[config.mk]
export PLATFORM = sky130hd
export DESIGN_NAME = serial_flash_pin_interface
export DESIGN_NICKNAME = d
export VERILOG_FILES = /design/src/include/flash_pin_pkg.sv /design/src/rtl/serial_flash_pin_interface.sv
export SDC_FILE = /design/constraint.sdc
export NUM_CORES = 1
export LEC_CHECK = 0
export BUFFER_PORTS_ARGS = -buffer_cell sky130_fd_sc_hd__buf_2
export CAP_MARGIN = 30
export CORE_MARGIN = 2
export CORE_UTILIZATION = 52
export CTS_CLUSTER_SIZE = 14
export DETAILED_ROUTE_END_ITERATION = 8
export PLACE_DENSITY_LB_ADDON = 0.12
export SYNTH_ARGS = -nofsm -noshare
export SYNTH_HDL_FRONTEND = slang
export SYNTH_SLANG_ARGS = --single-unit
export TNS_END_PERCENT = 100
[constraint.sdc]
create_clock -name clk_i -period 2.35 [get_ports clk_i]
set_input_delay 0.5875 -clock clk_i [delete_from_list [all_inputs] [get_ports clk_i]]
set_output_delay 0.5875 -clock clk_i [all_outputs]
set_load 0.02 [all_outputs]
[src/include/flash_pin_pkg.sv]
package flash_pin_pkg;

  // ****************************************
  // Widths and pin positions
  // ****************************************
  localparam int BYTE_W = 8;          // Serial shift unit
  localparam int LANES = 4;           // Data lines 0..3
  localparam int SYNC_W = 6;          // Select, clock and four lanes
  localparam int PIN_CS = 5;          // Select position in pin vector
  localparam int PIN_SCK = 4;         // Clock position in pin vector
  localparam int LANE_WP = 2;         // Data line 2 doubles as protect
  localparam int LANE_HOLD = 3;       // Data line 3 doubles as pause
  localparam int FIFO_DEPTH = 2;      // Receive buffer entries

  // ****************************************
  // Protected status bits
  // ****************************************
  localparam int PROT_W = 6;          // Disable, quad, four protect
  localparam int WDIS_POS = 5;        // Status-write-disable bit
  localparam int QUAD_POS = 4;        // Quad-enable bit
  localparam logic [5:0] PROT_RST = 6'h00;

  // ****************************************
  // Lane steps, drive masks, fill byte
  // ****************************************
  localparam logic [2:0] STEP_1 = 3'h1;
  localparam logic [2:0] STEP_2 = 3'h2;
  localparam logic [2:0] STEP_4 = 3'h4;
  localparam logic [3:0] MASK_1 = 4'h2; // Output pin only
  localparam logic [3:0] MASK_2 = 4'h3; // Lines 0 and 1
  localparam logic [3:0] MASK_4 = 4'hF; // All four lines
  localparam logic [7:0] TX_FILL = 8'hFF; // Sent when no byte waits

  // ****************************************
  // Types
  // ****************************************
  typedef enum logic [1:0] {
    W_SINGLE = 2'b00,
    W_DUAL = 2'b01,
    W_QUAD = 2'b10
  } width_t;

  typedef enum logic [1:0] {
    LS_IDLE = 2'b00,
    LS_ACTIVE = 2'b01,
    LS_PAUSED = 2'b10
  } link_t;

endpackage

[src/rtl/serial_flash_pin_interface.sv]
`timescale 1ns/1ps
// Function
// - Select high: deselected, pins released, standby
// - Select low: selected, leaves standby
// - No instruction before first select falling edge
// - Ignore serial data while select high
// - Single mode samples input on rising clock
// - Single mode drives output on falling clock
// - Dual/quad: lines 0,1 bidirectional by phase
// - Quad uses protect and pause pins as lanes
// - Disable bit and protect low reject writes
// - Disable bit zero allows all status writes
// - Quad enable removes protect pin function
// - Pause suspends without resetting sequence
// - Paused and selected: output pin released
// - Pause high resumes suspended operation
// - Quad enable removes pause pin function
// - Clock modes 0 and 3, same edges
module serial_flash_pin_interface (
  // Clock and reset
  input wire logic clk_i,
  input wire logic rst_n_i,
  // Link pins
  input wire logic sel_n_i,
  input wire logic sck_i,
  input wire logic data_line_0_i,
  output logic data_line_0_o,
  output logic data_line_0_oe_o,
  input wire logic data_line_1_i,
  output logic data_line_1_o,
  output logic data_line_1_oe_o,
  input wire logic data_line_2_i,
  output logic data_line_2_o,
  output logic data_line_2_oe_o,
  input wire logic data_line_3_i,
  output logic data_line_3_o,
  output logic data_line_3_oe_o,
  // Transfer phase from command logic
  input wire flash_pin_pkg::width_t width_i,
  input wire logic drive_i,
  // Received bytes
  output logic rx_valid_o,
  input wire logic rx_ready_i,
  output logic [flash_pin_pkg::BYTE_W-1:0] rx_data_o,
  // Bytes to send
  input wire logic tx_valid_i,
  output logic tx_ready_o,
  input wire logic [flash_pin_pkg::BYTE_W-1:0] tx_data_i,
  // Protected status bits
  input wire logic sr_wr_i,
  input wire logic [flash_pin_pkg::PROT_W-1:0] sr_wdata_i,
  output logic [flash_pin_pkg::PROT_W-1:0] sr_bits_o,
  // Link status
  output logic standby_o,
  output logic paused_o,
  output logic overrun_o,
  input wire logic overrun_clr_i
);
  import flash_pin_pkg::*;

  // ****************************************
  // Decode helpers
  // ****************************************
  // Bits moved per clock edge
  function automatic logic [2:0] step_of(input width_t w);
    case (w)
      W_DUAL: step_of = STEP_2;
      W_QUAD: step_of = STEP_4;
      default: step_of = STEP_1;
    endcase
  endfunction

  // Lines driven in a sending phase
  function automatic logic [3:0] mask_of(input width_t w);
    case (w)
      W_DUAL: mask_of = MASK_2;
      W_QUAD: mask_of = MASK_4;
      default: mask_of = MASK_1;
    endcase
  endfunction

  // ****************************************
  // Reset release and pin synchronisers
  // ****************************************
  logic [1:0] rst_q_ff;       // Reset release pair
  logic rst_n;                // Synchronised reset
  logic [SYNC_W-1:0] pins;    // Raw pins
  logic [SYNC_W-1:0] s1_ff;   // First stage, read by s2 only
  logic [SYNC_W-1:0] s2_ff;   // Usable copies
  logic [SYNC_W-1:0] nxt_s1;
  logic [SYNC_W-1:0] nxt_s2;

  // Release is delayed two edges; assertion stays asynchronous
  always_ff @(posedge clk_i or negedge rst_n_i) begin
    if (!rst_n_i) begin
      rst_q_ff <= 2'h0;
    end else begin
      rst_q_ff <= {rst_q_ff[0], 1'b1};
    end
  end
  assign rst_n = rst_q_ff[1];

  assign pins = {sel_n_i, sck_i, data_line_3_i, data_line_2_i,
                 data_line_1_i, data_line_0_i};

  // Each pin passes two flops before any logic looks at it
  generate
    for (genvar g = 0; g < SYNC_W; g++) begin : g_sync
      always_comb begin
        nxt_s1[g] = pins[g];
        nxt_s2[g] = s1_ff[g];
      end
    end
  endgenerate

  always_ff @(posedge clk_i or negedge rst_n) begin
    if (!rst_n) begin
      s1_ff <= '0;
      s2_ff <= '0;
    end else begin
      s1_ff <= nxt_s1;
      s2_ff <= nxt_s2;
    end
  end

  // ****************************************
  // Link state
  // ****************************************
  logic cs_s;                 // Select, high means deselected
  logic hold_s;               // Pause pin level
  logic wp_s;                 // Protect pin level
  logic quad_en;              // Quad enable
  link_t link_ff;
  link_t nxt_link;
  logic armed_ff;             // Select seen high since reset
  logic nxt_armed;
  logic active;

  assign cs_s = s2_ff[PIN_CS];
  assign hold_s = s2_ff[LANE_HOLD];
  assign wp_s = s2_ff[LANE_WP];
  assign active = (link_ff == LS_ACTIVE);

  // Select, arm and pause sequencing
  always_comb begin
    nxt_armed = armed_ff | cs_s;
    nxt_link = link_ff;
    case (link_ff)
      LS_IDLE: begin
        // Only a high-to-low select after reset opens the link
        if (armed_ff && !cs_s) begin
          nxt_link = LS_ACTIVE;
        end
      end
      LS_ACTIVE: begin
        if (cs_s) begin
          nxt_link = LS_IDLE;
        end else if (!hold_s && !quad_en) begin
          nxt_link = LS_PAUSED;
        end
      end
      LS_PAUSED: begin
        if (cs_s) begin
          nxt_link = LS_IDLE;
        end else if (hold_s || quad_en) begin
          nxt_link = LS_ACTIVE;
        end
      end
      default: nxt_link = LS_IDLE;
    endcase
  end

  always_ff @(posedge clk_i or negedge rst_n) begin
    if (!rst_n) begin
      link_ff <= LS_IDLE;
      armed_ff <= 1'b0;
    end else begin
      link_ff <= nxt_link;
      armed_ff <= nxt_armed;
    end
  end

  assign standby_o = (link_ff == LS_IDLE);
  assign paused_o = (link_ff == LS_PAUSED);

  // ****************************************
  // Serial shifting
  // ****************************************
  // Quad without the enable bit would fight the protect and
  // pause pins, so it falls back to single lane
  width_t eff_w;
  logic [2:0] step;
  logic sck_prev_ff;
  logic rise;
  logic fall;
  logic rx_go;
  logic tx_go;
  logic [2:0] cnt_ff;         // Bits done in current byte
  logic [2:0] nxt_cnt;
  logic [2:0] cnt_sum;
  logic [7:0] rx_sh_ff;
  logic [7:0] nxt_rx_sh;
  logic [7:0] tx_sh_ff;
  logic [7:0] nxt_tx_sh;
  logic [7:0] tx_word;
  logic [3:0] dout_ff;
  logic [3:0] nxt_dout;
  logic [3:0] drv_ff;
  logic [3:0] nxt_drv;
  logic [7:0] lanes;
  logic byte_done;

  assign eff_w = (width_i == W_QUAD && !quad_en) ? W_SINGLE : width_i;
  assign step = step_of(eff_w);
  // Edges of the sampled clock; idle level does not matter
  assign rise = s2_ff[PIN_SCK] & ~sck_prev_ff;
  assign fall = ~s2_ff[PIN_SCK] & sck_prev_ff;
  // Nothing moves unless selected and not paused; the synced select
  // also gates, so an edge in the cycle select rises is dropped
  assign rx_go = active & ~cs_s & rise & ~drive_i;
  assign tx_go = active & ~cs_s & fall & drive_i;
  assign cnt_sum = cnt_ff + step;
  assign byte_done = rx_go && (cnt_sum == 3'h0);
  assign tx_ready_o = tx_go && (cnt_ff == 3'h0) && tx_valid_i;
  assign tx_word = tx_valid_i ? tx_data_i : TX_FILL;

  // Input lanes by width, most significant lane first
  always_comb begin
    lanes = 8'h00;
    case (eff_w)
      W_DUAL: lanes[1:0] = s2_ff[1:0];
      W_QUAD: lanes[3:0] = s2_ff[3:0];
      default: lanes[0] = s2_ff[0];
    endcase
  end

  // Shift, count and drive next values
  always_comb begin
    nxt_cnt = cnt_ff;
    nxt_rx_sh = rx_sh_ff;
    nxt_tx_sh = tx_sh_ff;
    nxt_dout = dout_ff;
    nxt_drv = drv_ff;
    if (link_ff == LS_IDLE) begin
      // A new select starts a fresh sequence
      nxt_cnt = 3'h0;
      nxt_drv = 4'h0;
    end else if (rx_go) begin
      nxt_rx_sh = (rx_sh_ff << step) | lanes;
      nxt_cnt = cnt_sum;
      nxt_drv = 4'h0;
    end else if (tx_go) begin
      nxt_cnt = cnt_sum;
      nxt_drv = mask_of(eff_w);
      if (cnt_ff == 3'h0) begin
        nxt_tx_sh = tx_word << step;
        nxt_dout = (eff_w == W_SINGLE) ? {2'b00, tx_word[7], 1'b0}
                 : (eff_w == W_DUAL) ? {2'b00, tx_word[7:6]}
                 : tx_word[7:4];
      end else begin
        nxt_tx_sh = tx_sh_ff << step;
        nxt_dout = (eff_w == W_SINGLE) ? {2'b00, tx_sh_ff[7], 1'b0}
                 : (eff_w == W_DUAL) ? {2'b00, tx_sh_ff[7:6]}
                 : tx_sh_ff[7:4];
      end
    end else if (!drive_i) begin
      nxt_drv = 4'h0;
    end
  end

  always_ff @(posedge clk_i or negedge rst_n) begin
    if (!rst_n) begin
      sck_prev_ff <= 1'b0;
      cnt_ff <= 3'h0;
      rx_sh_ff <= 8'h00;
      tx_sh_ff <= 8'h00;
      dout_ff <= 4'h0;
      drv_ff <= 4'h0;
    end else begin
      sck_prev_ff <= s2_ff[PIN_SCK];
      cnt_ff <= nxt_cnt;
      rx_sh_ff <= nxt_rx_sh;
      tx_sh_ff <= nxt_tx_sh;
      dout_ff <= nxt_dout;
      drv_ff <= nxt_drv;
    end
  end

  // Enables drop at once on deselect or pause
  assign {data_line_3_oe_o, data_line_2_oe_o,
          data_line_1_oe_o, data_line_0_oe_o} =
         drv_ff & {LANES{active}};
  assign {data_line_3_o, data_line_2_o,
          data_line_1_o, data_line_0_o} = dout_ff;

  // ****************************************
  // Receive hand-off and two-entry buffer
  // ****************************************
  // The link cannot be stalled, so a byte waits in a holding
  // slot; a byte landing on a full slot is counted as overrun
  logic pend_v_ff;
  logic nxt_pend_v;
  logic [7:0] pend_ff;
  logic [7:0] nxt_pend;
  logic push;
  logic pop;
  logic [7:0] mem_ff [FIFO_DEPTH];
  logic [7:0] nxt_mem [FIFO_DEPTH];
  logic wp_ff;
  logic rp_ff;
  logic [1:0] cnt_q_ff;
  logic nxt_wp;
  logic nxt_rp;
  logic [1:0] nxt_cnt_q;
  logic ovr_ff;
  logic nxt_ovr;

  assign push = pend_v_ff && (cnt_q_ff != 2'(FIFO_DEPTH));
  assign pop = rx_valid_o && rx_ready_i;
  assign rx_valid_o = (cnt_q_ff != 2'h0);
  assign rx_data_o = mem_ff[rp_ff];
  assign overrun_o = ovr_ff;

  // Holding slot, buffer pointers and overrun flag
  always_comb begin
    nxt_pend_v = pend_v_ff & ~push;
    nxt_pend = pend_ff;
    if (byte_done) begin
      nxt_pend_v = 1'b1;
      nxt_pend = nxt_rx_sh;
    end
    // A new overrun beats a clear in the same cycle
    nxt_ovr = (ovr_ff & ~overrun_clr_i)
            | (byte_done & pend_v_ff & ~push);
    nxt_mem = mem_ff;
    nxt_wp = wp_ff;
    nxt_rp = rp_ff;
    if (push) begin
      nxt_mem[wp_ff] = pend_ff;
      nxt_wp = ~wp_ff;
    end
    if (pop) begin
      nxt_rp = ~rp_ff;
    end
    nxt_cnt_q = cnt_q_ff + {1'b0, push} - {1'b0, pop};
  end

  always_ff @(posedge clk_i or negedge rst_n) begin
    if (!rst_n) begin
      pend_v_ff <= 1'b0;
      pend_ff <= 8'h00;
      ovr_ff <= 1'b0;
      mem_ff <= '{default: 8'h00};
      wp_ff <= 1'b0;
      rp_ff <= 1'b0;
      cnt_q_ff <= 2'h0;
    end else begin
      pend_v_ff <= nxt_pend_v;
      pend_ff <= nxt_pend;
      ovr_ff <= nxt_ovr;
      mem_ff <= nxt_mem;
      wp_ff <= nxt_wp;
      rp_ff <= nxt_rp;
      cnt_q_ff <= nxt_cnt_q;
    end
  end

  // ****************************************
  // Protected status bits
  // ****************************************
  logic [PROT_W-1:0] prot_ff;
  logic [PROT_W-1:0] nxt_prot;
  logic locked;

  assign quad_en = prot_ff[QUAD_POS];
  // Quad enable turns the protect pin into a plain lane
  assign locked = prot_ff[WDIS_POS] & ~wp_s & ~quad_en;

  // A locked write leaves all six bits untouched
  always_comb begin
    nxt_prot = prot_ff;
    if (sr_wr_i && !locked) begin
      nxt_prot = sr_wdata_i;
    end
  end

  always_ff @(posedge clk_i or negedge rst_n) begin
    if (!rst_n) begin
      prot_ff <= PROT_RST;
    end else begin
      prot_ff <= nxt_prot;
    end
  end
  assign sr_bits_o = prot_ff;

  // ****************************************
  // Assertions
  // ****************************************
  a_standby_release: assert property (@(posedge clk_i) disable iff (!rst_n)
    standby_o |=> drv_ff == 4'h0)
    else $error("Pins driven while deselected");
  a_arm_first: assert property (@(posedge clk_i) disable iff (!rst_n)
    !armed_ff |=> link_ff == LS_IDLE)
    else $error("Link opened before select went high");
  a_select_open: assert property (@(posedge clk_i) disable iff (!rst_n)
    (link_ff == LS_IDLE && armed_ff && !cs_s) |=> active)
    else $error("Select low did not open link");
  a_ignore_desel: assert property (@(posedge clk_i) disable iff (!rst_n)
    cs_s |=> $stable(rx_sh_ff) && !byte_done)
    else $error("Data taken while deselected");
  a_rise_sample: assert property (@(posedge clk_i) disable iff (!rst_n)
    (rx_go && eff_w == W_SINGLE)
      |=> rx_sh_ff == {$past(rx_sh_ff[6:0]), $past(s2_ff[0])})
    else $error("Single lane bit not sampled on rise");
  a_fall_drive: assert property (@(posedge clk_i) disable iff (!rst_n)
    !tx_go |=> $stable(dout_ff))
    else $error("Output changed off a falling edge");
  a_pause_release: assert property (@(posedge clk_i) disable iff (!rst_n)
    (active && !cs_s && !hold_s && !quad_en) |=> !data_line_1_oe_o)
    else $error("Output pin driven while paused");
  a_pause_freeze: assert property (@(posedge clk_i) disable iff (!rst_n)
    paused_o |=> $stable(cnt_ff) && $stable(rx_sh_ff))
    else $error("Sequence moved while paused");
  a_quad_no_pause: assert property (@(posedge clk_i) disable iff (!rst_n)
    quad_en |=> link_ff != LS_PAUSED)
    else $error("Pause honoured with quad enabled");
  a_quad_lanes: assert property (@(posedge clk_i) disable iff (!rst_n)
    (data_line_2_oe_o || data_line_3_oe_o) |-> quad_en)
    else $error("Upper lanes driven without quad enable");
  a_prot_lock: assert property (@(posedge clk_i) disable iff (!rst_n)
    (sr_wr_i && prot_ff[WDIS_POS] && !wp_s && !quad_en) |=> $stable(prot_ff))
    else $error("Locked status bits were written");
  a_prot_open: assert property (@(posedge clk_i) disable iff (!rst_n)
    (sr_wr_i && !prot_ff[WDIS_POS]) |=> prot_ff == $past(sr_wdata_i))
    else $error("Unlocked status write was lost");

endmodule

* Word-level counts from Yosys, hierarchy flattened
Cells that the tools add are included.
** Word-level totals
- Bits in writable memories :: 0
- Memory bits (read-only) :: 0
- Input bits :: 29
- Flip-flop bits (word level) :: 81
- Latch bits :: 0
- Output and inout bits :: 27
- Memories :: 0
- Word-level logic and storage cells :: 128
** Operators by class
- Shifts and indexed selects :: 3
- $mul :: 0
- Reduce and logical (&&, ||, !) cells :: 24
- $add $sub $neg :: 3
- $lt $le $gt $ge :: 3
- Equality and inequality tests :: 10
- Bitwise logic cells :: 31
- Div/mod/pow operators :: 0
- Mux-type cells :: 34
** Operators by type and width (count)
- $mux W8 :: 8
- $mux W4 :: 9
- $shl A8 B3 Y8 :: 3
- $bwmux W16 :: 1
- $mux W2 :: 7
- $and A1 B1 Y1 :: 13
- $not A1 Y1 :: 12
- $logic_and A1 B1 Y1 :: 10
- $mux W3 :: 3
- $demux W8 S1 :: 1
- $or A8 B4 Y8 :: 1
- $pmux W4 S2 :: 1
- $eq A2 B2 Y1 const B :: 3
- $logic_not A3 Y1 :: 2
- $pmux W2 S3 :: 1
- $pmux W3 S2 :: 1
- $reduce_and A3 Y1 :: 2
- $and A4 B4 Y4 :: 1
- $eq A2 B1 Y1 const B :: 2
- $ge A2 B2 Y1 const B :: 2
- $logic_not A1 Y1 :: 4
- $logic_not A2 Y1 :: 2
- $ne A4 B1 Y1 const B :: 1
- $not A1 Y2 :: 2
- other kinds (14) :: 16

* Longest topological paths before layout
Gate-level depths: netlist (run 1).
- Depth in word-level cells :: 11
- Gate-level depth with buffers :: 13
- Mapped depth without buffers :: 11

* Worst setup path before layout (run 1)
OpenSTA, ideal clock, no wires.
- Path kind :: in2reg
- From :: in width_i[0]
- To :: reg pend_ff[1]
- Required time :: 2.225 ns
- Cell stages on the path :: 12
- Slack :: -0.576 ns
- Library setup time :: 0.125 ns
- Data arrival time :: 2.802 ns
- Path through :: o21ai_0 ha_1 clkbuf_8 clkinv_1 ha_1 inv_1 fa_1 xnor2_1 xnor2_1 nand4b_2 buf_6 mux2_2
** On the way
- Longest elaborated chain between the ends :: 9
- Elaborated cells between the ends (all ways) :: 15
- Those cells by class :: add/sub (1); eq/ne (3); shift (1); mux (5); bitwise (1); reduce/logical (4)
** RTL lines
- from (decl) :: line serial_flash_pin_interface.sv:39 : input wire flash_pin_pkg::width_t width_i,
- $eq A2 B2 Y1 :: line serial_flash_pin_interface.sv:213 : assign eff_w = (width_i == W_QUAD && !quad_en) ? W_SINGLE : width_i;
- $logic_and A1 B1 Y1 :: line serial_flash_pin_interface.sv:213
- $mux W2 (*) :: line serial_flash_pin_interface.sv:213
- $eq A2 B2 Y1 / $eq A2 B1 Y1 (equally long branches) :: line serial_flash_pin_interface.sv:66, serial_flash_pin_interface.sv:230
- $pmux W3 S2 / $reduce_or A2 Y1 (equally long branches)
- $shl A8 B3 Y8 / $mux W1 (equally long branches) :: line serial_flash_pin_interface.sv:249, serial_flash_pin_interface.sv:230
- $or A8 B4 Y8 :: line serial_flash_pin_interface.sv:249 : nxt_rx_sh = (rx_sh_ff << step) | lanes;
- $mux W8 :: line serial_flash_pin_interface.sv:248 : end else if (rx_go) begin
- $mux W8 :: line serial_flash_pin_interface.sv:244 : if (link_ff == LS_IDLE) begin
- to (signal assigned) :: line serial_flash_pin_interface.sv:359 : pend_ff <= nxt_pend;
- to (decl) :: line serial_flash_pin_interface.sv:303 : logic [7:0] pend_ff;
Every way passes the cells marked *; elsewhere a longest branch is shown, timed or not.
A chain may end at the register's enable or synchronous reset.

* Worst setup path in the final report (run 1)
- From :: reg prot_ff[4], in the netlist sr_bits_o[4]
- To :: reg pend_ff[3]
** On the way
- Longest elaborated chain between the ends :: 9
- Elaborated cells between the ends (all ways) :: 14
- Those cells by class :: add/sub (1); eq/ne (2); shift (1); mux (5); bitwise (1); reduce/logical (4)
** RTL lines
- from (decl) :: line serial_flash_pin_interface.sv:371 : logic [PROT_W-1:0] prot_ff;
- from (signal assigned) :: line serial_flash_pin_interface.sv:391 : prot_ff <= nxt_prot;
- $logic_not A1 Y1 (*) :: line serial_flash_pin_interface.sv:213
- $logic_and A1 B1 Y1 (*) :: line serial_flash_pin_interface.sv:213
- $mux W2 (*) :: line serial_flash_pin_interface.sv:213
- $eq A2 B2 Y1 / $eq A2 B1 Y1 (equally long branches) :: line serial_flash_pin_interface.sv:66, serial_flash_pin_interface.sv:230
- $pmux W3 S2 :: line serial_flash_pin_interface.sv:66 : case (w)
- $shl A8 B3 Y8 :: line serial_flash_pin_interface.sv:249
- $or A8 B4 Y8 :: line serial_flash_pin_interface.sv:249
- $mux W8 :: line serial_flash_pin_interface.sv:248
- $mux W8 :: line serial_flash_pin_interface.sv:244
Marked as above.

==> results by group, run 1 <==
Outcome
  • Status: finished, violations left
  • Failing checks: setup timing

Timing
  • Final hold violation count: 0
  • Final setup violation count: 7
  • Period utilisation layout: 1.02
  • Final worst slack: -45.9 ps
  • Clk_skew: 9.78 ps
  • Fmax: 417 MHz
  • Fin crit period: 2400 ps
  • Slew Viols, Final: 0
  • RSZ-0062 raised after global routing: true
  • Setup TNS: -237 ps

Synthesis
  • Ranking of synthesized cells by area: dfrtp_1 50%, mux2_2 13%, nand2_1 3.1%
  • XOR/XNOR Fraction of Synth Area: 0.0153
  • Post-synth EDFFs: 0
  • Mapped Area: 0.00401 sq mm
  • Compound-Gate Fraction of Synth Area: 0.119
  • Avg Synthesized Cell Area: 11.7 sq um
  • Cell variety after synth: 60
  • Ys async rst share: 1.00
  • Simple-gate area share of the yosys netlist: 0.116
  • Warnings, synthesis: 0
  • Share of the synthesized area in the top cell type: 0.500
  • Fraction of synthesized area in multiplexers: 0.182
  • Syn_nets: 377
  • Main synth FF type: dfrtp_1
  • Register area share after synthesis: 0.500
  • Largest family of logic cells by synthesized area: multiplexers
  • Seq cells post-synth: 80
  • Cells after Synth: 342
  • Synth Area in Adders: 0.0206
  • Synth area leader: dfrtp_1

Floorplanning
  • Die height: 91.8 um
  • Die ar.: 0.00842 sq mm
  • CORE AREA: 0.00761 sq mm
  • Initial core utilization: 0.526
  • Chip Width: 91.8 um
  • Row cnt: 32
  • # IOs: 56

Worst setup path
  • Crit Path Class: register to register
  • FF-to-FF Start: sr_bits_o[4]
  • Worst path bufs/invs: 3
  • Most used cell, CP: ha_4
  • Slowest stage delay, CP: 410 ps
  • Max stage delay cell, worst path: dfrtp_1
  • Worst Path Required: 2590 ps
  • Max Fanout on Critical Path: 10
  • CP Launch Type: register
  • Crit path DAT: 2630 ps
  • Crit end category: register
  • Crit-path leading delay family: adder cells
  • Critical R2R Capture: pend_ff[3]
  • Register-to-register setup slack: -50 ps
  • Cells along the critical path: o21ai_4 > ha_4 > clkinv_8 > ha_4 > inv_2 > fa_2 > xnor2_2 > xnor2_1 > nand4b_2 > buf_6 > mux2_2
  • Reg2reg path depth: 11

Clocking
  • Clk pin slew, worst setup/hold paths: 80 ps
  • TritonCTS clock tree: yes
  • Number of CTS-inserted buffers: 9
  • Worst-Skew Late Latency: 360 ps
  • Clock Path Buffers: 2
  • Root buf cell: clkbuf_8
  • H-tree depth: 3
  • Sink Count: 80

Power and ir drop
  • Total Power: 3.72 mW
  • Power per cell area: 788 mW/mm^2
  • VDD IR max: 0.472 mV
  • Leakage: 2.28 nW

Cells and area
  • Nets@finish: 449
  • Layout cell share with drive strength beyond 1: 0.387
  • Most common cell after layout, fill and taps aside: dfrtp_1
  • Commonest cells after routing, fill and taps aside: 77 x dfrtp_1, 55 x buf_2, 45 x mux2_2, 33 x nand2_1, 20 x nor2_1
  • P&R area growth vs syn: 18.0%
  • ANT cells: 0

Detailed routing
  • Post-DR vias/cell: 5.63
  • Total routed wirelength: 8180 um
  • DRT iter0 DRCs: 183
  • DR vias: 2931
  • Drt wl/cell: 15.7 um
  • Pre-antenna DRT Iters: 5
  • Antenna-violating nets left: 0
  • # DRC: 0

Global route
  • GR Overflow Total: 0
  • Number of global-route vias before repair: 2848
  • Antenna violations before repair: 0
  • GRT Total Usage: 0.208
  • First-pass GRT wire length: 13800 um
  • Largest net degree at the start of global routing: 47

Place
  • Routability cong.: 0.808
  • HPWL Detailed: 5880 um
  • Setup WS pre-CTS: -485 ps
  • PortBufs: 55

Run
  • Maxcap violations: 0

Hold path
  • Hold WC Path Type: register to async pin
[area by class of cell]
type / count / area, sq um
Multi-Input combinational cell: 232 / 1870
Timing Repair Buffer: 77 / 459
Clock buffer: 11 / 141
Fill cell: 626 / 2880
Sequential cell: 80 / 2010
Clock inverter: 5 / 56.3
Inverter: 14 / 65.1
Tap cell: 102 / 128
[metal layers]
metal  global-route usage  routed length (um)  vias up
li1                     -                   -     1369
met3               0.0600                 393       12
met2                0.316                3840       73
met5                    0                   0        -
met4               0.0709                 146        0
met1                0.290                3800     1477
[worst max path at each step]
stage | from | end | depth (start not counted)
finish | sr_bits_o[4] | pend_ff[3] | 11
global placement | width_i[0] | pend_ff[0] | 12
detailed placement | width_i[0] | pend_ff[3] | 12
floorplan | width_i[0] | pend_ff[1] | 12
global route | sr_bits_o[4] | pend_ff[3] | 11
CTS | sr_bits_o[4] | pend_ff[3] | 11
[metrics by stage]
step	std cells	cell area, sq um	hold slack (ps)	utilization
2_1_floorplan	342	4050	292	-
3_3_place_gp	502	4480	284	0.589
3_5_place_dp	502	4480	301	0.589
4_1_cts	519	4700	301	0.618
5_1_grt	521	4730	310	0.621
6_report	521	4730	279	0.621
[registers in the layout (all words and copies together) (netlist names)]
register     flops
cnt_ff           3
link_ff          2
rx_sh_ff         8
dout_ff          4
rst_q_ff         2
pend_ff          8
drv_ff           3
s2_ff            6
sck_prev_ff      1
pend_v_ff        1
mem_ff          16
sr_bits_o        6
wp_ff            1
rp_ff            1
nxt_s2           6
armed_ff         1
cnt_q_ff         2
overrun_o        1
tx_sh_ff         8
[timing repair]
item / CTS / global route
hold buffers: 1 / 0
endpoints found under the hold margin: 2 / 0
gates resized for setup: 4 / 2
buffers inserted: 0 / 2
endpoints found under the setup margin: 12 / 12
pin swaps: 1 / 0
[worst reg2reg max path, delay by kind of cell, from the launching register on]
kind,cells,cell delay (ps)
buffers and inverters,3,250
AND/OR/NAND/NOR,1,140
XOR/XNOR,2,330
adder cells (fa/ha/maj),3,700
flip-flops,1,410
multiplexers,1,270
AO/OA/AOI/OAI,1,170
[cell families after synthesis]
| family | after synthesis |
|---|---|
| buffers and inverters | 30 |
| xor gates and xnor gates | 7 |
| adders and majority gates | 6 |
| and+or+nand+nor | 89 |
| DFF | 80 |
| muxes | 61 |
| AOI/OAI and AO/OA | 68 |
| other | 1 |
[cell usage after synthesis, drive strengths merged, types with 6 or more instances]
master / n
a21oi: 6
nor2: 20
clkbuf: 8
dfrtp: 80
mux2i: 11
o21a: 6
inv: 13
buf: 8
nor2b: 6
mux2: 45
o21ai: 16
nand2: 33
[report_power, final]
part           switching [mW]  internal, mW
Sequential              0.226          1.60
Clock                   0.506         0.520
Combinational           0.418         0.453
Note: power is estimated with default switching activity, not from simulation.
==> run 2, diff against run 1 <==
- CELL_PAD_IN_SITES_DETAIL_PLACEMENT: unset -> 1
- CELL_PAD_IN_SITES_GLOBAL_PLACEMENT: unset -> 2
- CORE_UTILIZATION: 52 -> 36
- CTS_BUF_LIST: unset -> sky130_fd_sc_hd__clkbuf_4
==> run 2 against run 1 <==
The run still ends with setup timing left; combinational power grew 2%; via count grew 0.51%; highest routed layer unchanged; critical path depth is the same; flip-flop and latch count is the same.
==> results by group, run 2 (synthesis results as in run 1) <==
Timing
  • Hold slack: 248 ps (-30.4 ps)
  • Clk_skew: 19.0 ps (+9.18 ps)
  • Slew margin rel.: 0.605
  • Worst-Margin Slew: 592 ps
  • Slew Viols, Final: 0 (unchanged)
  • Fin crit period: 2360 ps (-38.4 ps)
  • Fmax: 424 MHz (+1.6%)
  • Final setup violation count: 1 (-6)
  • Final hold violation count: 0 (unchanged)
  • RSZ-0062 raised after global routing: true
  • Period utilisation layout: 1.00 (-0.0163)
  • Final worst slack: -7.51 ps (+38.4 ps)

Worst setup path
  • Register-to-register setup slack: -8 ps (+40 ps)
  • Reg2reg path depth: 11 (unchanged)
  • Max Fanout on Critical Path: 10 (unchanged)
  • Critical Path Sink: pend_ff[1]
  • Worst Path Required: 2680 ps (+90 ps)
  • CP Launch Type: register
  • Crit path DAT: 2680 ps (+50 ps)
  • Crit end category: register
  • FF-to-FF Start: sr_bits_o[4]
  • Crit Path Class: register to register
  • Critical R2R Capture: pend_ff[1]
  • Crit path from: sr_bits_o[4]

Power and ir drop
  • Net switching power: 1.21 mW (+4.8%)
  • Leakage: 2.28 nW (-0.22%)
  • Comb power frac: 0.253 (+0.019)
  • Int Power: 2.30 mW (-11%)
  • Flop pwr share: 0.522 (+0.031)
  • Total Power: 3.51 mW (-5.9%)
  • VDD IR max: 0.300 mV (-36%)
  • Power per cell area: 738 mW/mm^2 (-6.4%)
  • Clock share of power: 0.225 (-0.051)
  • Switching Fraction: 0.344 (+0.0350)

Cells and area
  • ANT cells: 0 (unchanged)
  • P&R area growth vs syn: 18.6%
  • Max FFs per register: 16 (unchanged)
  • Commonest cells after routing, fill and taps aside: 76 x dfrtp_1, 54 x buf_2, 45 x mux2_2, 33 x nand2_1, 24 x buf_4
  • Storage element area: 0.00201 sq mm (about the same)
  • Largest reg by FF count: mem_ff
  • Layout cell share with drive strength beyond 1: 0.399 (+0.0120)
  • Fill count: 1211 (+93%)
  • Nets@finish: 454 (+1.1%)
  • Most common cell after layout, fill and taps aside: dfrtp_1
  • Multi-input logic area: 0.00187 sq mm (+0.13%)

Clocking
  • Clock Path Buffers: 2 (unchanged)
  • Worst-Skew Late Latency: 440 ps (+80 ps)
  • H-tree depth: 3 (unchanged)
  • TritonCTS clock tree: yes
  • Root buf cell: clkbuf_4
  • Clk pin slew, worst setup/hold paths: 140 ps (+60 ps)
  • Number of CTS-inserted buffers: 9 (unchanged)
  • Sink Count: 80 (unchanged)

Hold path
  • Hold Startpoint: data_line_3_i
  • Hold WC Path Type: input port to register

Floorplanning
  • CORE AREA: 0.0108 sq mm (+42%)
  • Initial core utilization: 0.369 (-0.157)
  • Die ar.: 0.0120 sq mm (+42%)
  • # IOs: 56 (unchanged)
  • Row cnt: 38 (+19%)
  • Chip Width: 109 um (+19%)
  • Die height: 109 um (+19%)

Detailed routing
  • Total routed wirelength: 9260 um (+13%)
  • Post-DR vias/cell: 5.22 (-7.2%)
  • Antenna-violating nets left: 0 (unchanged)
  • DRT iter0 DRCs: 115 (-37%)
  • DR vias: 2946 (+0.51%)
  • Drt wl/cell: 16.4 um (+4.6%)
  • Pre-antenna DRT Iters: 5 (unchanged)
  • DR top layer: met4
  • Met2 WL post-DR: 4540 um (+18%)
  • # DRC: 0 (unchanged)
  • Routed wl met3: 352 um (-10%)
  • Post-Route M1 WL: 4210 um (+11%)

Global route
  • GRT Total Usage: 0.170 (-0.0384)
  • Antenna violations before repair: 0 (unchanged)
  • Largest net degree at the start of global routing: 45 (-4.3%)
  • Number of global-route vias before repair: 3126 (+9.8%)
  • First-pass GRT wire length: 15700 um (+14%)
  • GR Overflow Total: 0 (unchanged)

Run
  • Maxcap violations: 0 (unchanged)

Place
  • PortBufs: 55 (unchanged)
  • Routability cong.: 0.728 (-9.9%)
  • HPWL Detailed: 6820 um (+16%)

Outcome
  • Status: finished, violations left
  • Failing checks: setup timing
## run 2: per-layer routing
metal	GRT usage	vias to the layer above
met5	0	-
met4	0.0570	0
met3	0.0326	14
met2	0.275	58
met1	0.229	1490
li1	-	1384
## run 2: worst min-delay path by stage
| stage | endpoint | slack (ps) | depth (start not counted) |
|---|---|---|---|
| 2_1_floorplan | rst_q_ff[0] | 290 | 0 |
| 3_3_place_gp | s2_ff[3] | 330 | 0 |
| 3_5_place_dp | s2_ff[5] | 340 | 0 |
| 4_1_cts | nxt_s2[3] | 220 | 1 |
| 5_1_grt | nxt_s2[5] | 210 | 1 |
| 6_report | nxt_s2[3] | 250 | 1 |
## run 2: area by class of cell
cell class / instances / share of cell area
Multi-Input combinational cell: 232 / 0.394
Clock buffer: 9 / 0.0142
Inverter: 14 / 0.0137
Sequential cell: 80 / 0.423
Timing Repair Buffer: 82 / 0.106
Tap cell: 140 / 0.0369
Clock inverter: 7 / 0.0126
## run 2: worst max-delay path, cell delays in order, from the launching register on
cell and delay (ps):
dfrtp_1 430, o21ai_4 170, ha_4 250, clkinv_8 50, ha_4 110, inv_2 30
fa_2 340, xnor2_2 150, xnor2_1 140, nand4b_2 90, buf_6 150, mux2_2 340
## run 2: repair_timing
item,4_1_cts,5_1_grt
setup buffers,3,1
resized for setup,6,4
pin swaps,2,1
endpoints found under the setup margin,12,11
hold buffers,1,0
endpoints found under the hold margin,2,0
## run 2: per-stage QoR
stage                     TNS (ps)  worst slack (ps)   util  instance area [sq um]  cells
after detailed placement     -6080              -483  0.420                   4550    543
final                        -7.51             -7.51  0.438                   4750    564
after floorplan              -2560              -331      -                   4050    342
after global routing          -597              -104  0.438                   4750    564
after CTS                    -48.5             -26.7  0.436                   4730    563
after global placement       -5300              -417  0.420                   4550    543
## run 2: power groups by stage
| stage | logic [mW] | clock network, mW | registers [mW] |
|---|---|---|---|
| after floorplan | 0.642 | 0 | 1.81 |
| after global placement | 0.858 | 0 | 1.85 |
| after detailed placement | 0.882 | 0 | 1.86 |
| after CTS | 0.898 | 0.833 | 1.83 |
| after global routing | 0.983 | 0.879 | 1.87 |
| final | 0.886 | 0.788 | 1.83 |
==> run 3, diff against run 2 <==
- RECOVER_POWER: unset -> 50
==> run 3 against run 2 <==
The run ends with capacitance limit, slew limit, setup timing left; wire length increased by 0.12%; combinational power about the same; clock-buffer cell count unchanged; final area decreased by 0.11%; register-to-register slack about the same; die area unchanged; non-clock buffer count unchanged; flip-flop and latch count unchanged; worst hold slack improved by 0.81 ps; first-iteration DRC count increased by 2.6%; sequential share of layout area about the same; largest cell class unchanged; largest power group unchanged.
==> results by group, run 3 (synthesis results as in run 1) <==
Timing
  • Final setup violation count: 1 (unchanged)
  • Worst-Margin Slew: 1830 ps (+1240 ps)
  • RSZ-0062 raised after global routing: true
  • Slew margin rel.: -0.222 (-0.827)
  • Hold slack: 249 ps (+0.808 ps)
  • Final worst slack: -7.03 ps (+0.477 ps)
  • Setup TNS: -7.03 ps (+0.477 ps)
  • Fin crit period: 2360 ps (-0.477 ps)
  • Clk_skew: 18.6 ps (-0.363 ps)
  • Fmax: 424 MHz (about the same)
  • Slew Viols, Final: 44 (+44)
  • Final hold violation count: 0 (unchanged)
  • Period utilisation layout: 1.00 (about the same)

Clocking
  • TritonCTS clock tree: yes
  • Clock Path Buffers: 2 (unchanged)
  • Clk pin slew, worst setup/hold paths: 140 ps (about the same)
  • Sink Count: 80 (unchanged)
  • Worst-Skew Late Latency: 430 ps (about the same)
  • Root buf cell: clkbuf_4
  • Number of CTS-inserted buffers: 9 (unchanged)
  • H-tree depth: 3 (unchanged)

Place
  • HPWL Detailed: 6820 um (unchanged)
  • Setup WS pre-CTS: -483 ps (unchanged)
  • Dpl cells: 543 (unchanged)
  • Routability cong.: 0.728 (unchanged)
  • PortBufs: 55 (unchanged)

Detailed routing
  • Total routed wirelength: 9270 um (+0.12%)
  • Post-DR vias/cell: 5.23 (+0.10%)
  • Pre-antenna DRT Iters: 5 (unchanged)
  • Antenna-violating nets left: 0 (unchanged)
  • # DRC: 0 (unchanged)
  • DR vias: 2949 (+0.10%)
  • Drt wl/cell: 16.4 um (+0.12%)
  • DRT iter0 DRCs: 118 (+2.6%)

Worst setup path
  • Crit-path leading delay family: adder cells
  • Crit Path Class: register to register
  • Max stage delay cell, worst path: dfrtp_1
  • Worst path bufs/invs: 3 (unchanged)
  • Crit path DAT: 2680 ps (about the same)
  • Slowest stage delay, CP: 430 ps (about the same)
  • Worst Path Required: 2680 ps (about the same)
  • Most used cell, CP: ha_4
  • Cells along the critical path: o21ai_4 > ha_4 > clkinv_8 > ha_4 > inv_2 > fa_2 > xnor2_2 > xnor2_1 > nand4b_2 > buf_6 > mux2_2
  • CP Launch Type: register
  • Crit end category: register
  • Max Fanout on Critical Path: 10 (unchanged)

Floorplanning
  • Die height: 109 um (unchanged)
  • # IOs: 56 (unchanged)
  • Chip Width: 109 um (unchanged)
  • Die ar.: 0.0120 sq mm (unchanged)
  • Initial core utilization: 0.369 (unchanged)
  • CORE AREA: 0.0108 sq mm (unchanged)
  • Row cnt: 38 (unchanged)

Global route
  • First-pass GRT wire length: 15700 um (unchanged)
  • Largest net degree at the start of global routing: 45 (unchanged)
  • Antenna violations before repair: 0 (unchanged)
  • Number of global-route vias before repair: 3126 (unchanged)
  • GR Overflow Total: 0 (unchanged)
  • GRT Total Usage: 0.170 (unchanged)

Power and ir drop
  • Power per cell area: 738 mW/mm^2 (about the same)
  • Leakage: 2.27 nW (-0.11%)
  • VDD IR max: 0.299 mV (-0.52%)

Outcome
  • Status: finished, violations left
  • Failing checks: capacitance limit, slew limit, setup timing

Cells and area
  • P&R area growth vs syn: 18.5%
  • Core Util, Final: 0.438 (-0.000461)
  • Nets@finish: 454 (unchanged)
  • Layout cell share with drive strength beyond 1: 0.394 (-0.00472)
  • Largest reg by FF count: mem_ff
  • Commonest cells after routing, fill and taps aside: 77 x dfrtp_1, 53 x buf_2, 45 x mux2_2, 33 x nand2_1, 24 x buf_4
  • Fin cells: 564 (unchanged)
  • Max FFs per register: 16 (unchanged)
  • ANT cells: 0 (unchanged)
  • Most common cell after layout, fill and taps aside: dfrtp_1

Run
  • Maxcap violations: 1 (+1)

Hold path
  • Hold WC Path Type: input port to register
-- run 3: worst reg2reg max path, stage by stage (launching register included) --
cell      delay [ps]
dfrtp_1          430
o21ai_4          170
ha_4             250
clkinv_8          50
ha_4             110
inv_2             30
fa_2             340
xnor2_2          150
xnor2_1          170
nand4b_2         120
buf_6            160
mux2_2           280
-- run 3: path summary, 6_finish.rpt --
path | slack, ps | endpoint | start | depth (start not counted)
worst max-delay path | -7 | pend_ff[1] | sr_bits_o[4] | 11
worst min-delay path | 250 | nxt_s2[3] | data_line_3_i | 1
worst max register to register | -7 | pend_ff[1] | sr_bits_o[4] | 11
worst min register to register | 360 | s2_ff[2] | nxt_s2[2] | 0
max in group asynchronous | 500 | s2_ff[1] | rst_q_ff[1] | 0
min in group asynchronous | 440 | rst_q_ff[1] | rst_n_i | 2
-- run 3: repair_timing --
action / in CTS / in global routing
endpoints found under the hold margin: 2 / 0
resized for setup: 6 / 4
setup buffers: 3 / 1
pin swaps: 2 / 1
hold buffers: 1 / 0
gates cloned: 0 / 0
endpoints found under the setup margin: 12 / 11
-- run 3: layer usage --
metal	global-route usage	vias up	part of all wire
met3	0.0326	13	0.038
li1	-	1386	-
met1	0.229	1490	0.45
met5	0	-	0
met2	0.275	60	0.49
met4	0.0570	0	0.016
-- run 3: cell type report --
class	instances	area, sq um
Inverter	14	65.1
Clock buffer	9	67.6
Fill cell	1209	6090
Timing Repair Buffer	82	502
Clock inverter	7	60.1
Multi-Input combinational cell	232	1870
Tap cell	140	175
Sequential cell	80	2010
-- run 3: where the power goes --
part | switching [mW] | internal (mW) | total [mW]
Clock | 0.547 | 0.240 | 0.787
Combinational | 0.426 | 0.460 | 0.886
Sequential | 0.231 | 1.60 | 1.83
-- run 3: metrics by stage --
step | total power [mW] | instance area [sq um]
6_report | 3.50 | 4750
5_1_grt | 3.73 | 4750
4_1_cts | 3.56 | 4730
3_5_place_dp | 2.74 | 4550
3_3_place_gp | 2.71 | 4550
2_1_floorplan | 2.45 | 4050
